<file path="src/core/usb_status_pkg.sv">
// Constants shared by the status, frame and address logic
package usb_status_pkg;
   // ----------------------------------------------------------------
   // Register byte offsets
   // ----------------------------------------------------------------
   localparam logic [7:0] OFS_CONTROL = 8'h40;
   localparam logic [7:0] OFS_IRQ_EVENT = 8'h44;
   localparam logic [7:0] OFS_FRAME_NUMBER = 8'h48;
   localparam logic [7:0] OFS_DEVICE_ADDRESS = 8'h4C;
   localparam logic [7:0] OFS_BUFFER_TABLE = 8'h50;
   // ----------------------------------------------------------------
   // Field positions and endpoint count
   // ----------------------------------------------------------------
   localparam int BIT_CTR = 15;
   localparam int BIT_WAKEUP = 12;
   localparam int BIT_SUSPEND = 11;
   localparam int BIT_RESET = 10;
   localparam int BIT_SOF = 9;
   localparam int BIT_MISSED = 8;
   localparam int BIT_DIR = 4;
   localparam int BIT_FORCE_SUSPEND = 3;
   localparam int BIT_LOW_POWER = 2;
   localparam int BIT_FUNC_ENABLE = 7;
   localparam int NUM_EP = 8;
   // ----------------------------------------------------------------
   // Reset values and event thresholds
   // ----------------------------------------------------------------
   localparam logic [15:0] RST_CONTROL = 16'h0000;
   localparam logic [7:0] RST_DEVICE_ADDRESS = 8'h00;
   localparam logic [12:0] RST_BUFFER_TABLE = 13'h0000;
   localparam logic [1:0] MISS_TO_SUSPEND = 2'h3;
   localparam logic [1:0] SOF_TO_LOCK = 2'h2;
   // ----------------------------------------------------------------
   // Timing
   // ----------------------------------------------------------------
   localparam int CLK_MHZ = 200;
   localparam int IDLE_MS = 3;
   localparam int FRAME_MS = 1;
   localparam int IDLE_CYC = IDLE_MS * 1000 * CLK_MHZ;
   localparam int FRAME_CYC = FRAME_MS * 1000 * CLK_MHZ;
endpackage

</file>
<file path="src/core/usb_device_status_frame_addr.sv">
// Status, frame tracking and addressing logic of a full-speed device port
//
// Functional notes
// - Activity in suspend: wake flag, drop low-power, notify
// - Event flags clear on written zero only
// - Suspend request after 3 ms without traffic
// - Idle check armed by reset, off in suspend
// - Bus reset sets flag, resets protocol engine
// - No packets until reset flag cleared
// - Bus reset clears address and endpoint registers
// - Frame start sets flag, updates frame register
// - Missed frame start sets missed flag
// - Three misses without traffic request suspend
// - Missed flag set even when unlocked
// - Direction bit from interrupting endpoint's completions
// - Priority: iso/double-buffered first, lowest index
// - Frame register shows received D+ D- levels
// - Lock after two frame starts, cleared by reset/suspend
// - Two-bit lost count, cleared by frame start
// - Eleven-bit frame number captured at frame start
// - Function disabled means no transactions
// - Token address and endpoint must both match
// - Table base 8-byte aligned, low bits zero
// - Fetch table entry at each addressed transaction
// - One interrupt line from masked pending flags
//
// Decided for this implementation: the strobed register port.
`timescale 1ns/1ps
module usb_device_status_frame_addr
#(
   parameter int IDLE_CYCLES = usb_status_pkg::IDLE_CYC,  // Idle time to suspend
   parameter int FRAME_CYCLES = usb_status_pkg::FRAME_CYC // Frame period
) (
   input wire logic core_clk,            // Core clock
   input wire logic resetn,              // Async reset, active low
   input wire logic [7:0] regAddr,       // Register byte address
   input wire logic [15:0] regWdata,     // Write data
   input wire logic regWr,               // Write strobe
   input wire logic regRd,               // Read strobe
   output logic [15:0] regRdata,         // Read data, cycle after strobe
   input wire logic dpPin,               // Received D+ level
   input wire logic dmPin,               // Received D- level
   input wire logic busActivity,         // Any bus traffic seen, pulse
   input wire logic busResetDet,         // Bus reset signalling, level
   input wire logic sofValid,            // Frame start packet received
   input wire logic [10:0] sofNumber,    // Frame number of that packet
   input wire logic resumeDone,          // Resume sequence finished
   input wire logic tokValid,            // Token received
   input wire logic [6:0] tokAddr,       // Token device address
   input wire logic [3:0] tokEp,         // Token endpoint number
   input wire logic [usb_status_pkg::NUM_EP*4-1:0] epAddrField, // Endpoint address fields
   input wire logic [usb_status_pkg::NUM_EP-1:0] epTxComplete, // Per-endpoint tx done
   input wire logic [usb_status_pkg::NUM_EP-1:0] epRxComplete, // Per-endpoint rx done
   input wire logic [usb_status_pkg::NUM_EP-1:0] epHighPrio, // Iso or double-buffered
   output logic irqOut,                  // Interrupt request
   output logic wakeupLine,              // Wake notification to chip
   output logic protoReset,              // Protocol engine reset pulse
   output logic epRegClear,              // Endpoint register clear pulse
   output logic xferEnable,              // Packet rx/tx allowed
   output logic txnAccept,               // Token accepted pulse
   output logic [2:0] txnEpIdx,          // Accepted endpoint register
   output logic btFetch,                 // Table entry fetch pulse
   output logic [15:0] btFetchAddr       // Table entry address
);
   import usb_status_pkg::*;

   // ----------------------------------------------------------------
   // Reset and pin synchronisers
   // ----------------------------------------------------------------
   logic rstMeta_q, rstSyncN_q;
   logic [1:0] lineMeta_q, lineSync_q;
   always_ff @(posedge core_clk or negedge resetn) begin
      if (!resetn) begin
         rstMeta_q <= 1'b0;
         rstSyncN_q <= 1'b0;
      end else begin
         rstMeta_q <= 1'b1;
         rstSyncN_q <= rstMeta_q;
      end
   end

   always_ff @(posedge core_clk or negedge rstSyncN_q) begin
      if (!rstSyncN_q) begin
         lineMeta_q <= 2'h0;
         lineSync_q <= 2'h0;
      end else begin
         lineMeta_q <= {dpPin, dmPin};
         lineSync_q <= lineMeta_q;
      end
   end

   // ----------------------------------------------------------------
   // Software state
   // ----------------------------------------------------------------
   logic [15:0] control_q;
   logic [7:0] devAddr_q;
   logic [12:0] btBase_q;
   logic busResetDly_q;
   logic resetRise, suspended;
   logic wrCtl, wrIrq, wrDev, wrBt;

   assign resetRise = busResetDet && !busResetDly_q;
   assign suspended = control_q[BIT_FORCE_SUSPEND];
   assign wrCtl = regWr && (regAddr == OFS_CONTROL);
   assign wrIrq = regWr && (regAddr == OFS_IRQ_EVENT);
   assign wrDev = regWr && (regAddr == OFS_DEVICE_ADDRESS);
   assign wrBt = regWr && (regAddr == OFS_BUFFER_TABLE);
   always_ff @(posedge core_clk or negedge rstSyncN_q) begin
      if (!rstSyncN_q) begin
         busResetDly_q <= 1'b0;
      end else begin
         busResetDly_q <= busResetDet;
      end
   end

   // Wake clears low-power in the same edge; it beats a software set
   always_ff @(posedge core_clk or negedge rstSyncN_q) begin
      if (!rstSyncN_q) begin
         control_q <= RST_CONTROL;
      end else begin
         if (wrCtl) begin
            control_q <= regWdata;
         end
         if (suspended && busActivity) begin
            control_q[BIT_LOW_POWER] <= 1'b0;
         end
      end
   end

   always_ff @(posedge core_clk or negedge rstSyncN_q) begin
      if (!rstSyncN_q) begin
         devAddr_q <= RST_DEVICE_ADDRESS;
      end else if (resetRise) begin
         devAddr_q <= RST_DEVICE_ADDRESS;
      end else if (wrDev) begin
         devAddr_q <= regWdata[7:0];
      end
   end

   // Only bits 15:3 are stored, so the base is always 8-byte aligned
   always_ff @(posedge core_clk or negedge rstSyncN_q) begin
      if (!rstSyncN_q) begin
         btBase_q <= RST_BUFFER_TABLE;
      end else if (wrBt) begin
         btBase_q <= regWdata[15:3];
      end
   end

   // ----------------------------------------------------------------
   // Idle, frame and lock tracking
   // ----------------------------------------------------------------
   logic [31:0] idleCnt_q, frameCnt_q;
   logic armed_q, locked_q, missEvent, idleHit, missHit;
   logic [1:0] missNoTraffic_q, lost_q, sofRun_q;
   logic [10:0] frameNum_q;
   assign missEvent = !suspended && (frameCnt_q == 32'(FRAME_CYCLES - 1)) && !sofValid;
   assign idleHit = armed_q && !busActivity && (idleCnt_q == 32'(IDLE_CYCLES - 1));
   assign missHit = armed_q && missEvent && !busActivity
                    && (missNoTraffic_q == MISS_TO_SUSPEND - 2'h1);
   always_ff @(posedge core_clk or negedge rstSyncN_q) begin
      if (!rstSyncN_q) begin
         idleCnt_q <= 32'h0;
      end else if (busActivity || !armed_q || idleHit) begin
         idleCnt_q <= 32'h0;
      end else begin
         idleCnt_q <= idleCnt_q + 32'h1;
      end
   end

   always_ff @(posedge core_clk or negedge rstSyncN_q) begin
      if (!rstSyncN_q) begin
         armed_q <= 1'b0;
      end else if (busResetDet) begin
         armed_q <= 1'b1;
      end else if (suspended || idleHit || missHit) begin
         armed_q <= 1'b0;
      end else if (resumeDone) begin
         armed_q <= 1'b1;
      end
   end

   always_ff @(posedge core_clk or negedge rstSyncN_q) begin
      if (!rstSyncN_q) begin
         frameCnt_q <= 32'h0;
      end else if (sofValid || suspended || missEvent) begin
         frameCnt_q <= 32'h0;
      end else begin
         frameCnt_q <= frameCnt_q + 32'h1;
      end
   end

   always_ff @(posedge core_clk or negedge rstSyncN_q) begin
      if (!rstSyncN_q) begin
         missNoTraffic_q <= 2'h0;
      end else if (busActivity || sofValid || missHit) begin
         missNoTraffic_q <= 2'h0;
      end else if (missEvent) begin
         missNoTraffic_q <= missNoTraffic_q + 2'h1;
      end
   end

   // Lost count saturates so a long outage never wraps back to zero
   always_ff @(posedge core_clk or negedge rstSyncN_q) begin
      if (!rstSyncN_q) begin
         lost_q <= 2'h0;
         frameNum_q <= 11'h000;
      end else if (sofValid) begin
         lost_q <= 2'h0;
         frameNum_q <= sofNumber;
      end else if (missEvent && (lost_q != 2'h3)) begin
         lost_q <= lost_q + 2'h1;
      end
   end

   always_ff @(posedge core_clk or negedge rstSyncN_q) begin
      if (!rstSyncN_q) begin
         sofRun_q <= 2'h0;
         locked_q <= 1'b0;
      end else if (busResetDet || suspended) begin
         sofRun_q <= 2'h0;
         locked_q <= 1'b0;
      end else if (missEvent) begin
         sofRun_q <= 2'h0;
      end else if (sofValid) begin
         if (sofRun_q != SOF_TO_LOCK) begin
            sofRun_q <= sofRun_q + 2'h1;
         end
         if (sofRun_q == SOF_TO_LOCK - 2'h1) begin
            locked_q <= 1'b1;
         end
      end
   end

   // ----------------------------------------------------------------
   // Event flags: hardware set wins over a software clear
   // ----------------------------------------------------------------
   logic [4:0] evSet, flags_q, flags_d;
   assign evSet = {suspended && busActivity, idleHit || missHit, resetRise,
                   sofValid, missEvent};
   always_comb begin
      flags_d = flags_q;
      if (wrIrq) begin
         flags_d = flags_q & regWdata[BIT_WAKEUP:BIT_MISSED];
      end
      flags_d = flags_d | evSet;
   end

   always_ff @(posedge core_clk or negedge rstSyncN_q) begin
      if (!rstSyncN_q) begin
         flags_q <= 5'h00;
      end else begin
         flags_q <= flags_d;
      end
   end

   // ----------------------------------------------------------------
   // Interrupting endpoint and direction
   // ----------------------------------------------------------------
   logic [NUM_EP-1:0] epReq, epHi, tokMatch;
   logic [2:0] pickIdx, matchIdx;
   logic pickAny, matchAny, dir_q;
   logic [3:0] intEp_q;
   genvar g;
   generate
      for (g = 0; g < NUM_EP; g++) begin : gEp
         assign epReq[g] = epTxComplete[g] || epRxComplete[g];
         assign epHi[g] = epReq[g] && epHighPrio[g];
         assign tokMatch[g] = (epAddrField[g*4 +: 4] == tokEp);
      end
   endgenerate

   // Descending scan so the lowest index is the final winner
   always_comb begin
      pickIdx = 3'h0;
      pickAny = 1'b0;
      matchIdx = 3'h0;
      matchAny = 1'b0;
      for (int i = NUM_EP - 1; i >= 0; i--) begin
         if (epReq[i] && !(|epHi)) begin
            pickIdx = 3'(i);
            pickAny = 1'b1;
         end
         if (epHi[i]) begin
            pickIdx = 3'(i);
            pickAny = 1'b1;
         end
         if (tokMatch[i]) begin
            matchIdx = 3'(i);
            matchAny = 1'b1;
         end
      end
   end

   always_ff @(posedge core_clk or negedge rstSyncN_q) begin
      if (!rstSyncN_q) begin
         intEp_q <= 4'h0;
         dir_q <= 1'b0;
      end else if (pickAny) begin
         intEp_q <= {1'b0, pickIdx};
         dir_q <= epRxComplete[pickIdx];
      end
   end

   // ----------------------------------------------------------------
   // Transactions, bus reset outputs and interrupt
   // ----------------------------------------------------------------
   logic tokOk;
   assign tokOk = tokValid && xferEnable && devAddr_q[BIT_FUNC_ENABLE]
                  && (tokAddr == devAddr_q[6:0]) && matchAny;

   always_ff @(posedge core_clk or negedge rstSyncN_q) begin
      if (!rstSyncN_q) begin
         txnAccept <= 1'b0;
         btFetch <= 1'b0;
         txnEpIdx <= 3'h0;
         btFetchAddr <= 16'h0000;
      end else begin
         txnAccept <= tokOk;
         btFetch <= tokOk;
         if (tokOk) begin
            txnEpIdx <= matchIdx;
            btFetchAddr <= {btBase_q + {10'h000, matchIdx}, 3'h0};
         end
      end
   end

   always_ff @(posedge core_clk or negedge rstSyncN_q) begin
      if (!rstSyncN_q) begin
         protoReset <= 1'b0;
         epRegClear <= 1'b0;
         xferEnable <= 1'b0;
         wakeupLine <= 1'b0;
         irqOut <= 1'b0;
      end else begin
         protoReset <= resetRise;
         epRegClear <= resetRise;
         xferEnable <= !flags_d[2] && !busResetDet;
         wakeupLine <= flags_d[4];
         irqOut <= (|(flags_d & control_q[BIT_WAKEUP:BIT_MISSED]))
                   || (control_q[BIT_CTR] && pickAny);
      end
   end

   // ----------------------------------------------------------------
   // Read port: unmapped offsets read zero
   // ----------------------------------------------------------------
   always_ff @(posedge core_clk or negedge rstSyncN_q) begin
      if (!rstSyncN_q) begin
         regRdata <= 16'h0000;
      end else if (regRd) begin
         unique case (regAddr)
            OFS_CONTROL: regRdata <= control_q;
            OFS_IRQ_EVENT: regRdata <= {pickAny, 2'h0, flags_q, 3'h0, dir_q, intEp_q};
            OFS_FRAME_NUMBER: regRdata <= {lineSync_q, locked_q, lost_q, frameNum_q};
            OFS_DEVICE_ADDRESS: regRdata <= {8'h00, devAddr_q};
            OFS_BUFFER_TABLE: regRdata <= {btBase_q, 3'h0};
            default: regRdata <= 16'h0000;
         endcase
      end else begin
         regRdata <= 16'h0000;
      end
   end

   // ----------------------------------------------------------------
   // Checks
   // ----------------------------------------------------------------
   AST_WAKE_SET: assert property (@(posedge core_clk) disable iff (!rstSyncN_q)
      suspended && busActivity |=> flags_q[4] && wakeupLine && !control_q[BIT_LOW_POWER])
      else $error("wake event not flagged");
   AST_FLAG_CLR: assert property (@(posedge core_clk) disable iff (!rstSyncN_q)
      wrIrq && !regWdata[BIT_RESET] && !resetRise |=> !flags_q[2])
      else $error("reset flag not cleared by zero");
   AST_IDLE_SUSPEND_REQUEST_FLAG: assert property (@(posedge core_clk) disable iff (!rstSyncN_q)
      idleHit |=> flags_q[3] && !armed_q)
      else $error("idle suspend not flagged");
   AST_ARM_OFF: assert property (@(posedge core_clk) disable iff (!rstSyncN_q)
      suspended && !busResetDet |=> !armed_q)
      else $error("idle check armed in suspend");
   AST_BUS_RESET: assert property (@(posedge core_clk) disable iff (!rstSyncN_q)
      resetRise |=> flags_q[2] && protoReset && epRegClear && devAddr_q == 8'h00)
      else $error("bus reset not handled");
   AST_NO_XFER: assert property (@(posedge core_clk) disable iff (!rstSyncN_q)
      flags_q[2] |-> !xferEnable ##1 !txnAccept)
      else $error("transfer while reset flagged");
   AST_SOF: assert property (@(posedge core_clk) disable iff (!rstSyncN_q)
      sofValid |=> flags_q[1] && lost_q == 2'h0 && frameNum_q == $past(sofNumber))
      else $error("frame start not captured");
   AST_MISS: assert property (@(posedge core_clk) disable iff (!rstSyncN_q)
      missEvent && !locked_q |=> flags_q[0])
      else $error("missed frame not flagged");
   AST_LOCK: assert property (@(posedge core_clk) disable iff (!rstSyncN_q)
      $rose(locked_q) |-> $past(sofValid) && $past(sofRun_q) == 2'h1)
      else $error("lock without two frame starts");
   AST_FETCH: assert property (@(posedge core_clk) disable iff (!rstSyncN_q)
      tokOk |=> txnAccept && btFetch && btFetchAddr[2:0] == 3'h0)
      else $error("table entry not fetched");
   AST_IRQ: assert property (@(posedge core_clk) disable iff (!rstSyncN_q)
      (|(flags_q & control_q[BIT_WAKEUP:BIT_MISSED])) && !wrIrq && !wrCtl |=> irqOut)
      else $error("masked pending event without interrupt");
endmodule

</file>
<file path="config.mk">
export PLATFORM = sky130hd
export DESIGN_NAME = usb_device_status_frame_addr
export DESIGN_NICKNAME = d
export VERILOG_FILES = /design/src/core/usb_status_pkg.sv /design/src/core/usb_device_status_frame_addr.sv
export SDC_FILE = /design/constraint.sdc
export NUM_CORES = 1
export LEC_CHECK = 0
export BUFFER_PORTS_ARGS = -buffer_cell sky130_fd_sc_hd__buf_2
export CORE_MARGIN = 2
export CORE_UTILIZATION = 40
export CTS_CLUSTER_DIAMETER = 50
export DETAILED_ROUTE_END_ITERATION = 16
export GPL_ROUTABILITY_DRIVEN = 0
export GPL_TIMING_DRIVEN = 0
export PLACE_DENSITY = 0.72
export SLEW_MARGIN = 20
export SYNTH_ARGS = -nofsm -noshare
export SYNTH_HDL_FRONTEND = slang
export SYNTH_SLANG_ARGS = --single-unit
</file>
<file path="constraint.sdc">
create_clock -name core_clk -period 7.29 [get_ports core_clk]
set_input_delay 1.458 -clock core_clk [delete_from_list [all_inputs] [get_ports core_clk]]
set_output_delay 1.458 -clock core_clk [all_outputs]
set_load 0.05 [all_outputs]
</file>
=== Word level (Yosys, flattened, before mapping) ===
Cells that the tools add are included.

* Register bits after elaboration: 173
* Bits in latches: 0
* RAM bits: 0
* ROM bits: 0
* Input bits: 113
* Logic and storage cells: 209
* Memories: 0

* Add/subtract/negate cells: 6
* Multipliers: 0
* Div/mod/pow operators: 0
* $lt $le $gt $ge: 1
* Equality and inequality tests: 21
* Shifts and indexed selects: 0
* Multiplexer cells: 74
* Bitwise gates (word level): 3
* Reduce and logical (&&, ||, !) cells: 76

{| class="wikitable"
|+ Operator list
! operator !! number
|-
| $pmux 16 s5 || 1
|-
| $mux 3 || 25
|-
| $add 32x1->32 const B || 2
|-
| $mux 32 || 2
|-
| $eq 8x7->1 const B || 5
|-
| $logic_and 1x1->1 || 36
|-
| $mux 1 || 33
|-
| $eq 32x18->1 const B || 1
|-
| $eq 32x20->1 const B || 1
|-
| $eq 4x4->1 || 8
|-
| $logic_or 1x1->1 || 19
|-
| $mux 16 || 1
|-
| $mux 2 || 8
|-
| $mux 8 || 2
|-
| $add 13x3->13 || 1
|-
| $reduce_bool 2->1 || 6
|-
| $and 5x5->5 || 2
|-
| $reduce_bool 3->1 || 3
|-
| $logic_not 1->1 || 8
|-
| $reduce_or 8->1 || 1
|-
| $eq 7x7->1 || 1
|-
| $add 2x1->2 const B || 3
|-
| $mux 5 || 1
|-
| $or 5x5->5 || 1
|-
| 9 further kinds || 10
|}

=== Longest topological paths before layout ===
Gate-level depths: netlist of run 1.

* Word-level depth: 23
* Gate-level depth with buffers: 16
* Gate-level depth less buffers: 15

=== Worst setup path before layout of run 1 ===
No wires, ideal clock.

* Path kind: input to register
* Start: input port tokEp[0]
* End: register btFetchAddr[15]
* Setup time: 120 ps
* Arrival: 4008 ps
* Required time: 7170 ps
* Path slack: 3162 ps
* Stages on the path: 16
* Path buffers: 1
* Cells stage by stage: buf_4 -> xor2_1 -> nor4_1 -> and2b_1 -> o21ba_2 -> o21bai_1 -> nor2b_1 -> nor2_1 -> ha_1 -> fa_1 -> a21o_1 -> nand2_1 -> nor2_1 -> nand3_1 -> xor2_1 -> o21ai_2

* Longest elaborated chain between the ends: 10
* Elaborated cells on any way between the ends: 26
* Those cells by class: add/sub: 1; eq/ne: 8; mux: 16; reduce/logical: 1

{| class="wikitable"
|+ RTL lines
! what !! line !! RTL
|-
| from (decl) || usb_device_status_frame_addr.sv:50 || <nowiki>input wire logic [3:0] tokEp,</nowiki>
|-
| $eq 4x4->1 || usb_device_status_frame_addr.sv:268 || <nowiki>assign tokMatch[g] = (epAddrField[g*4 +: 4] == tokEp);</nowiki>
|-
| $mux 3 (7 in a row) || usb_device_status_frame_addr.sv:287 || <nowiki>if (tokMatch[i]) begin</nowiki>
|-
| $mux 3 (*) || usb_device_status_frame_addr.sv:287 ||
|-
| named net matchIdx[0] || usb_device_status_frame_addr.sv:260 || <nowiki>logic [2:0] pickIdx, matchIdx;</nowiki>
|-
| $add 13x3->13 (*) || usb_device_status_frame_addr.sv:322 || <nowiki>btFetchAddr <= {btBase_q + {10'h000, matchIdx}, 3'h0};</nowiki>
|-
| to (signal assigned) || usb_device_status_frame_addr.sv:322 ||
|-
| to (decl) || usb_device_status_frame_addr.sv:63 || <nowiki>output logic [15:0] btFetchAddr</nowiki>
|}

The timed path passes the listed nets; every way through them passes the cells marked *.
A chain may end at the register's enable or synchronous reset.

=== Final worst setup path of run 1 ===
* Start: input port tokEp[3]
* End: register btFetchAddr[15]

Same word-level chain as after synthesis.

==> results.json, run 1 <==
{
  "cp_max_fo": 8,
  "routedWlPerCell_um": 15.6,
  "ys_seq_area_share_pct": 50.3,
  "setup_viol": 0,
  "row_count": 53,
  "postCtsHoldBufs": 0,
  "grt_overflow": 0,
  "viasPerCell": 5.23,
  "dp_hpwl_um": 15100,
  "outcome": "completed",
  "fin_area_sq_mm": 0.0103,
  "cts_buffer_depth": 2,
  "ys_ff_latch": 172,
  "cts-htree-levels": 4,
  "worst_clock_skew_ns": 0.0122,
  "routed_wirelength_um": 20100,
  "grt_pass1_vias": 6490,
  "cp_data_required_time_ns": 7.62,
  "area_growth_pct": 20.5,
  "die_x_um": 150,
  "power.total_mw": 2.12,
  "slew_headroom_pct": 36.3,
  "hp-class": "flop to async pin",
  "drcViolationCount": 0,
  "post_cts_buffers": 0,
  "grt_max_degree": 56,
  "end_kind": "flop",
  "p_per_area_mw_per_mm2": 206,
  "synth.avg_cell_area_sq_um": 10.3,
  "synth_area_sq_mm": 0.00856,
  "die-area_sq_mm": 0.0226,
  "drv_slew": 0,
  "die_y_um": 150,
  "cts.sinks": 172,
  "grt_pass1_wl_um": 31900,
  "path_clk_slew_ns": 0.06,
  "hold_viol": 0,
  "core-area_sq_mm": 0.0210,
  "port_buffers": 145,
  "critPathKind": "input port to flop",
  "arrival_ns": 4.34,
  "fillerInstances": 1917,
  "netlist_instances": 828,
  "dr.first_iter.drc_count": 444,
  "track_usage_pct": 17.9,
  "reg2regPathDepth": 10,
  "worst_hold_slack_ns": 0.314,
  "clk_latency_ns": 0.44,
  "setup_tns_ns": 0,
  "cts_resized": 0,
  "nets": 1120,
  "dp.cells": 1253,
  "cp-start-kind": "input port",
  "dpl_cell_area_sq_mm": 0.00972,
  "p_leak_nw": 4.79,
  "initial_core_util_pct": 40.7,
  "seq_area_sq_mm": 0.00431,
  "drive_gt1_share_pct": 25.7,
  "yosysUniqueCellTypes": 61,
  "antenna_found_initial": 2,
  "cts_buffers": 17,
  "worst_pin_slew_ns": 0.947,
  "multiInputGateArea_sq_mm": 0.00404,
  "first_pass_iters": 5,
  "synth_edf_count": 0,
  "finalCritPeriodShare_pct": 55.1,
  "synth_top_flop_cell": "dfrtp_1",
  "ioPinCount": 155,
  "final_cells": 1287,
  "cts.root.buffer_cell": "clkbuf_16",
  "fmax_mhz": 249,
  "peakVddDrop_uv": 127,
  "maxCapViolations": 0,
  "drt.antenna.violating_nets": 0,
  "async_flop_share_pct": 100,
  "yosysWarnings": 0,
  "dr_total_vias": 6732,
  "cts_tree": "done",
  "layout_min_cycle_time_ns": 4.02,
  "rsz0062_at_grt": "false"
}
==> kinds of logic (layout without fill, tap and decap cells) <==
| family | count (synthesis) | in the layout | synth area share [%] |
|---|---|---|---|
| compound gates | 119 | 119 | 8.86 |
| buf+inv | 44 | 224 | 2.57 |
| mux | 50 | 50 | 6.96 |
| fa+ha+maj | 10 | 10 | 1.55 |
| other cells | 2 | 6 | 0.0877 |
| flops | 172 | 172 | 50.3 |
| simple gates | 328 | 328 | 19.2 |
| xor+xnor | 103 | 103 | 10.5 |
==> state kept, by name, summed over array words and instances, names as in the netlist, 8 cells and up <==
register	flops
btBase_q	13
btFetchAddr	13
control_q	16
devAddr_q	8
frameCnt_q	32
frameNum_q	11
idleCnt_q	32
regRdata	16
==> placed cells by master, fill, tap and decap left out, drive strengths merged, types with 4 or more instances in the layout <==
| master | synthesis | routed |
|---|---|---|
| xnor2 | 28 | 28 |
| nand2 | 85 | 85 |
| and3 | 16 | 16 |
| and4 | 6 | 6 |
| xor2 | 75 | 75 |
| clkinv | 0 | 6 |
| or3 | 10 | 10 |
| nor4b | 7 | 7 |
| nor4 | 17 | 17 |
| inv | 11 | 14 |
| buf | 16 | 164 |
| nor3 | 10 | 10 |
| dfrtp | 172 | 172 |
| a222oi | 14 | 14 |
| nand3 | 33 | 33 |
| o21ai | 39 | 39 |
| nand4 | 16 | 16 |
| nand2b | 6 | 6 |
| and2 | 6 | 6 |
| o22ai | 5 | 5 |
| nor2b | 9 | 9 |
| ha | 9 | 9 |
| a21oi | 40 | 40 |
| conb | 2 | 4 |
| a21o | 4 | 4 |
| nor2 | 96 | 96 |
| mux2 | 43 | 43 |
| mux2i | 4 | 4 |
| o31ai | 4 | 4 |
| or2 | 6 | 6 |
| clkbuf | 17 | 35 |
==> routing by layer <==
layer | track usage, % | up-vias | wire length, um
li1 | - | 3239 | -
met4 | 5.28 | 0 | 301
met3 | 4.67 | 25 | 1210
met2 | 30.4 | 193 | 9930
met5 | 0 | - | 0
met1 | 22.5 | 3275 | 8620
==> power breakdown <==
group,internal [mW],switching [mW]
sequential,0.981,0.0239
combinational,0.0812,0.113
clock,0.540,0.383
total,1.60,0.519
==> area by class of cell <==
type | count | area share, %
diodes | 2 | 0.0485
clock inverters | 14 | 1.64
flip-flops and latches | 172 | 41.7
inverters | 11 | 0.400
plain buffers | 33 | 1.73
multi-input cells | 614 | 39.2
well taps | 275 | 3.33
clock buffers | 18 | 4.16
repair buffers | 148 | 7.76
==> worst paths after layout <==
check	to	start	slack [ns]
max in group asynchronous	btBase_q[10]	rstSyncN_q	6.10
max reg2reg	irqOut	control_q[3]	4.67
min reg2reg	frameCnt_q[17]	rstSyncN_q	0.31
min	frameCnt_q[17]	rstSyncN_q	0.31
min in group core_clk	rstSyncN_q	rstMeta_q	0.35
max	btFetchAddr[15]	tokEp[3]	3.27
==> synth_stat cells (3+ instances only) <==
library cell  number  area, sq um
a21o_1             4         30.0
a21oi_1           40          200
a222oi_1          14          140
and2_1             6         37.5
and3_1            16          100
and4_1             6         52.6
buf_1              4         15.0
buf_4              6         45.0
buf_6              4         45.0
clkbuf_1          17         63.8
dfrtp_1          172         4300
ha_1               9          113
inv_1             11         41.3
mux2_2            42          473
mux2i_1            4         40.0
mux4_2             3         67.6
nand2_1           84          315
nand2b_1           6         37.5
nand3_1           33          165
nand4_1           15         93.8
nor2_1            95          357
nor2b_1            9         56.3
nor3_1             9         45.0
nor4_1            14         87.6
nor4_2             3         37.5
nor4b_1            6         52.6
o21ai_0           28          140
o21ai_1            5         25.0
o21ai_2            6         52.6
o22ai_1            5         31.3
o31ai_1            4         30.0
or2_2              4         25.0
or3_1             10         62.6
xnor2_1           28          245
xor2_1            75          657
==> through the flow <==
step           util, %  worst slack [ns]
4_1_cts           49.1              3.24
6_report          49.1              3.27
3_3_place_gp      45.8             0.240
2_1_floorplan        -              2.14
5_1_grt           49.1              3.10
3_5_place_dp      46.2              2.78
==> critical path: stages <==
cell and delay (ns):
buf_2 0.18, xor2_1 0.18, nor4_1 0.32, and2b_1 0.22, o21ba_2 0.19, o21bai_1 0.13, nor2b_1 0.22, nor2_1 0.07
ha_1 0.22, fa_1 0.40, a21o_1 0.18, nand2_1 0.12, nor2_1 0.10, nand3_1 0.11, xor2_1 0.18, o21ai_2 0.06
(Power assumes the default switching activity.)
==> run 2: changes to the inputs <==
Clock period 7.29 ns to 3.8 ns, I/O delays scaled along.
==> run 2 against run 1 <==
- wire length is 2.6% lower
- via count shrank 1.7%
- critical path depth stayed put
- utilization decreased by 0.10 points
- hold slack got worse by 0.20 ns
==> results.json, run 2 (same netlist as run 1, synthesis figures left out) <==
{
  "layout_min_cycle_time_ns": 3.31,
  "drive_gt1_share_pct": 25.6,
  "maxCapViolations": 0,
  "critical_path.cell_chain": "buf_2, xor2_1, nor4_1, and2b_1, o21ba_2, o21bai_1, nor2b_1, nor2_1, ha_1, fa_1, a21o_1, nand2_1, nor2_1, nand3_1, xor2_1, o21ai_2",
  "cts_buffer_depth": 2,
  "die_x_um": 150,
  "cp_num_buf_inv": 1,
  "end_kind": "flop",
  "antenna_found_initial": 4,
  "grt_overflow": 0,
  "setup_viol": 0,
  "cts-htree-levels": 4,
  "dr_total_vias": 6620,
  "cp.depth": 16,
  "worst_pin_slew_ns": 0.933,
  "outcome": "completed",
  "power.total_mw": 3.96,
  "ioPinCount": 155,
  "drv_slew": 0,
  "area_growth_pct": 20.3,
  "path_clk_slew_ns": 0.06,
  "slowest_delay_ns": 0.41,
  "first_pass_iters": 4,
  "nets": 1120,
  "row_count": 53,
  "final_cell_mix": "dfrtp_1, buf_2, nor2_1, nand2_1, xor2_1",
  "port_buffers": 145,
  "layout_commonest_cell": "dfrtp_1",
  "worst_path_dominant_cell_family": "simple AND/OR/NAND/NOR gates",
  "cp-start-kind": "input port",
  "cp_max_fo": 8,
  "finalCritPeriodShare_pct": 87.0,
  "drt.antenna.violating_nets": 0,
  "initial_core_util_pct": 40.7,
  "grt_pass1_wl_um": 31500,
  "p_leak_nw": 4.79,
  "reg2regPathDepth": 10,
  "fmax_mhz": 302,
  "dr.first_iter.drc_count": 408,
  "post_cts_buffers": 0,
  "hp-class": "input port to async pin",
  "cts.sinks": 172,
  "routedWlPerCell_um": 15.2,
  "die-area_sq_mm": 0.0226,
  "dp_hpwl_um": 14900,
  "drcViolationCount": 0,
  "track_usage_pct": 17.6,
  "viasPerCell": 5.14,
  "grt_pass1_vias": 6505,
  "cp_data_required_time_ns": 4.12,
  "cts_resized": 0,
  "rsz0062_at_grt": "false",
  "postLayoutCoreUtil_pct": 49.0,
  "slew_headroom_pct": 37.2,
  "grt_max_degree": 57,
  "peakVddDrop_uv": 257,
  "core-area_sq_mm": 0.0210,
  "clk_latency_ns": 0.43,
  "arrival_ns": 3.63,
  "cts_buffers": 17,
  "die_y_um": 150,
  "routed_wirelength_um": 19500,
  "postCtsHoldBufs": 0,
  "reg_top3": "frameCnt_q x32, idleCnt_q x32",
  "cts_tree": "done",
  "hold_viol": 0,
  "worst_clock_skew_ns": 0.00637,
  "p_per_area_mw_per_mm2": 385,
  "critPathKind": "input port to flop",
  "worst_path_max_delay_cell": "fa_1",
  "cts.root.buffer_cell": "clkbuf_16"
}
run 2: path summary, 6_finish.rpt:
check,from,endpoint,slack [ns]
setup / recovery,tokEp[3],btFetchAddr[13],0.49
hold / removal,resetn,rstMeta_q,0.11
setup reg to reg,control_q[3],irqOut,1.23
hold reg to reg,rstSyncN_q,frameCnt_q[19],0.24
max in group asynchronous,rstSyncN_q,btFetchAddr[11],2.69
min in group core_clk,rstMeta_q,rstSyncN_q,0.35
run 2: through the flow:
stage	instance area [sq um]	hold WS, ns	cells	TNS, ns	setup slack (ns)
final	10300	0.111	1288	0	0.493
after detailed placement	9720	0.243	1253	0	0.0414
after global routing	10300	0.0952	1286	0	0.293
after floorplan	8570	0.331	830	0	0.370
after CTS	10300	0.0965	1284	0	0.488
after global placement	9640	0.337	1250	-11.47	-0.0805
run 2: metal layers:
layer  up-vias  routed length [um]  global-route usage [%]
met5         -                   0                       0
met4         0                 327                    6.37
met3        27                 977                    3.97
met2       131                9540                    30.1
met1      3224                8710                    21.8
li1       3238                   -                       -
run 2: power breakdown:
group          switching (mW)  internal, mW  total, mW
registers              0.0431          1.88       1.93
logic                   0.217         0.156      0.373
clock network           0.683         0.979       1.66
total                   0.943          3.02       3.96
run 2: layout make-up:
class / instances / area, sq um
Antenna cell: 4 / 10.0
Clock inverter: 7 / 62.6
Buffer: 33 / 179
Timing Repair Buffer: 148 / 808
Tap cell: 275 / 344
Sequential cell: 172 / 4310
Fill cell: 1892 / 10700
Inverter: 11 / 41.3
Clock buffer: 24 / 502
Multi-Input combinational cell: 614 / 4040
==> run 3: changes to the inputs <==
Settings changed: RECOVER_POWER from default to 25.
==> run 3 against run 2 <==
- global-route usage unchanged
- worst setup slack worse by 0.0030 ns
- wire length down 0.16%
- cell count is essentially flat
- critical endpoint unchanged
==> results.json, run 3 (same netlist as run 1, synthesis figures left out) <==
{
  "hold_viol": 0,
  "critPathKind": "input port to flop",
  "power.total_mw": 3.96,
  "setup_viol": 0,
  "layout_min_cycle_time_ns": 3.31,
  "maxCapViolations": 0,
  "die_y_um": 150,
  "final_cell_mix": "dfrtp_1, buf_2, nor2_1, nand2_1, xor2_1",
  "cts_buffer_depth": 2,
  "initial_core_util_pct": 40.7,
  "p_seq_share_pct": 48.6,
  "final_cells": 1289,
  "dr_total_vias": 6642,
  "slowest_delay_ns": 0.41,
  "rsz0062_at_grt": "false",
  "first_pass_iters": 5,
  "arrival_ns": 3.63,
  "row_count": 53,
  "fmax_mhz": 302,
  "dp.cells": 1253,
  "cp_num_buf_inv": 1,
  "postCtsHoldBufs": 0,
  "p_sw_mw": 0.942,
  "viasPerCell": 5.15,
  "worst_path_dominant_cell_family": "simple AND/OR/NAND/NOR gates",
  "cts.sinks": 172,
  "worst_clock_skew_ns": 0.00650,
  "clockPowerShare_pct": 42.0,
  "grt_max_degree": 57,
  "dr.first_iter.drc_count": 406,
  "nets": 1120,
  "reg_top3": "frameCnt_q x32, idleCnt_q x32",
  "clk_latency_ns": 0.43,
  "slew_headroom_pct": 7.62,
  "drt.antenna.violating_nets": 0,
  "peakVddDrop_uv": 256,
  "drcViolationCount": 0,
  "cp_max_fo": 8,
  "drv_slew": 0,
  "antenna_found_initial": 4,
  "ioPinCount": 155,
  "core-area_sq_mm": 0.0210,
  "cts_tree": "done",
  "grt_pass1_wl_um": 31500,
  "p_leak_nw": 4.77,
  "cts-htree-levels": 4,
  "area_growth_pct": 20.0,
  "drive_gt1_share_pct": 25.3,
  "cts_resized": 0,
  "critical_path.cell_chain": "buf_2, xor2_1, nor4_1, and2b_1, o21ba_2, o21bai_1, nor2b_1, nor2_1, ha_1, fa_1, a21o_1, nand2_1, nor2_1, nand3_1, xor2_1, o21ai_2",
  "dp_slack_ns": 0.0414,
  "combPwrFrac_pct": 9.4,
  "die-area_sq_mm": 0.0226,
  "track_usage_pct": 17.6,
  "grt_overflow": 0,
  "sw_frac_of_total_pct": 23.8,
  "cp_data_required_time_ns": 4.12,
  "end_kind": "flop",
  "fin_ws_ns": 0.490,
  "routedWlPerCell_um": 15.1,
  "p_int_mw": 3.02,
  "hp-class": "input port to async pin",
  "port_buffers": 145,
  "die_x_um": 150,
  "worst_pin_slew_ns": 1.39,
  "cts_buffers": 17,
  "cp-start-kind": "input port",
  "dp_hpwl_um": 14900,
  "dpl_cell_area_sq_mm": 0.00972,
  "fin_area_sq_mm": 0.0103,
  "outcome": "completed",
  "fillerInstances": 1896,
  "finalCritPeriodShare_pct": 87.1,
  "post_cts_buffers": 0,
  "cts.root.buffer_cell": "clkbuf_16",
  "multiInputGateArea_sq_mm": 0.00404,
  "seq_area_sq_mm": 0.00430,
  "routed_wirelength_um": 19500,
  "worst_path_max_delay_cell": "fa_1",
  "path_clk_slew_ns": 0.06,
  "p_per_area_mw_per_mm2": 385,
  "layout_commonest_cell": "dfrtp_1",
  "grt_pass1_vias": 6505
}
run 3: cell count changes in the layout (fill, tap and decap cells not counted):
| cell | change |
|---|---|
| dfrtp_4 | -1 |
| diode_2 | +1 |
| buf_16 | -1 |
| dfrtp_1 | +1 |
| clkbuf_2 | +1 |
| clkbuf_1 | +2 |
| buf_2 | -2 |
run 3: per-layer routing:
metal	wire [um]	track usage, %	part of all wire [%]
met5	0	0	0
met4	319	6.37	1.6
met3	1030	3.97	5.3
met2	9570	30.1	49
met1	8590	21.8	44
run 3: cell type report:
type / instances / share of cell area, %
clock inverters: 7 / 0.609
clock buffers: 24 / 4.88
plain buffers: 33 / 1.74
multi-input cells: 614 / 39.4
well taps: 275 / 3.35
inverters: 11 / 0.402
repair buffers: 148 / 7.62
flip-flops and latches: 172 / 41.9
diodes: 5 / 0.122
run 3: stage by stage:
| step | TNS, ns | hold slack (ns) | util [%] |
|---|---|---|---|
| finish | 0 | 0.119 | 48.9 |
| global route | 0 | 0.109 | 48.8 |
| CTS | 0 | 0.0965 | 48.9 |
| detailed placement | 0 | 0.243 | 46.3 |
| global placement | -11.47 | 0.337 | 45.9 |
| floorplan | 0 | 0.331 | - |
run 3: power groups by stage:
stage | logic, mW | registers (mW) | clock network [mW]
floorplan | 0.194 | 1.99 | 0
global placement | 0.329 | 1.99 | 0
detailed placement | 0.376 | 1.96 | 0
CTS | 0.379 | 1.92 | 1.69
global route | 0.414 | 1.93 | 1.78
finish | 0.371 | 1.92 | 1.66
run 3: worst register-to-register path, delay by kind of cell, from the launching register on:
family / cells / cell delay, ns
AOI/OAI and AO/OA: 2 / 0.30
buffers and inverters: 2 / 0.47
DFF: 1 / 0.37
and+or+nand+nor: 6 / 1.38
run 3: worst paths after layout:
path | slack (ns) | from | endpoint | cells past startpoint
worst max-delay path | 0.49 | tokEp[3] | btFetchAddr[13] | 16
worst min-delay path | 0.12 | resetn | rstMeta_q | 1
worst max register to register | 1.22 | control_q[3] | irqOut | 10
worst min register to register | 0.35 | rstMeta_q | rstSyncN_q | 0
max in group asynchronous | 1.46 | rstSyncN_q | btFetchAddr[11] | 2
min in group core_clk | 0.35 | rstMeta_q | rstSyncN_q | 0
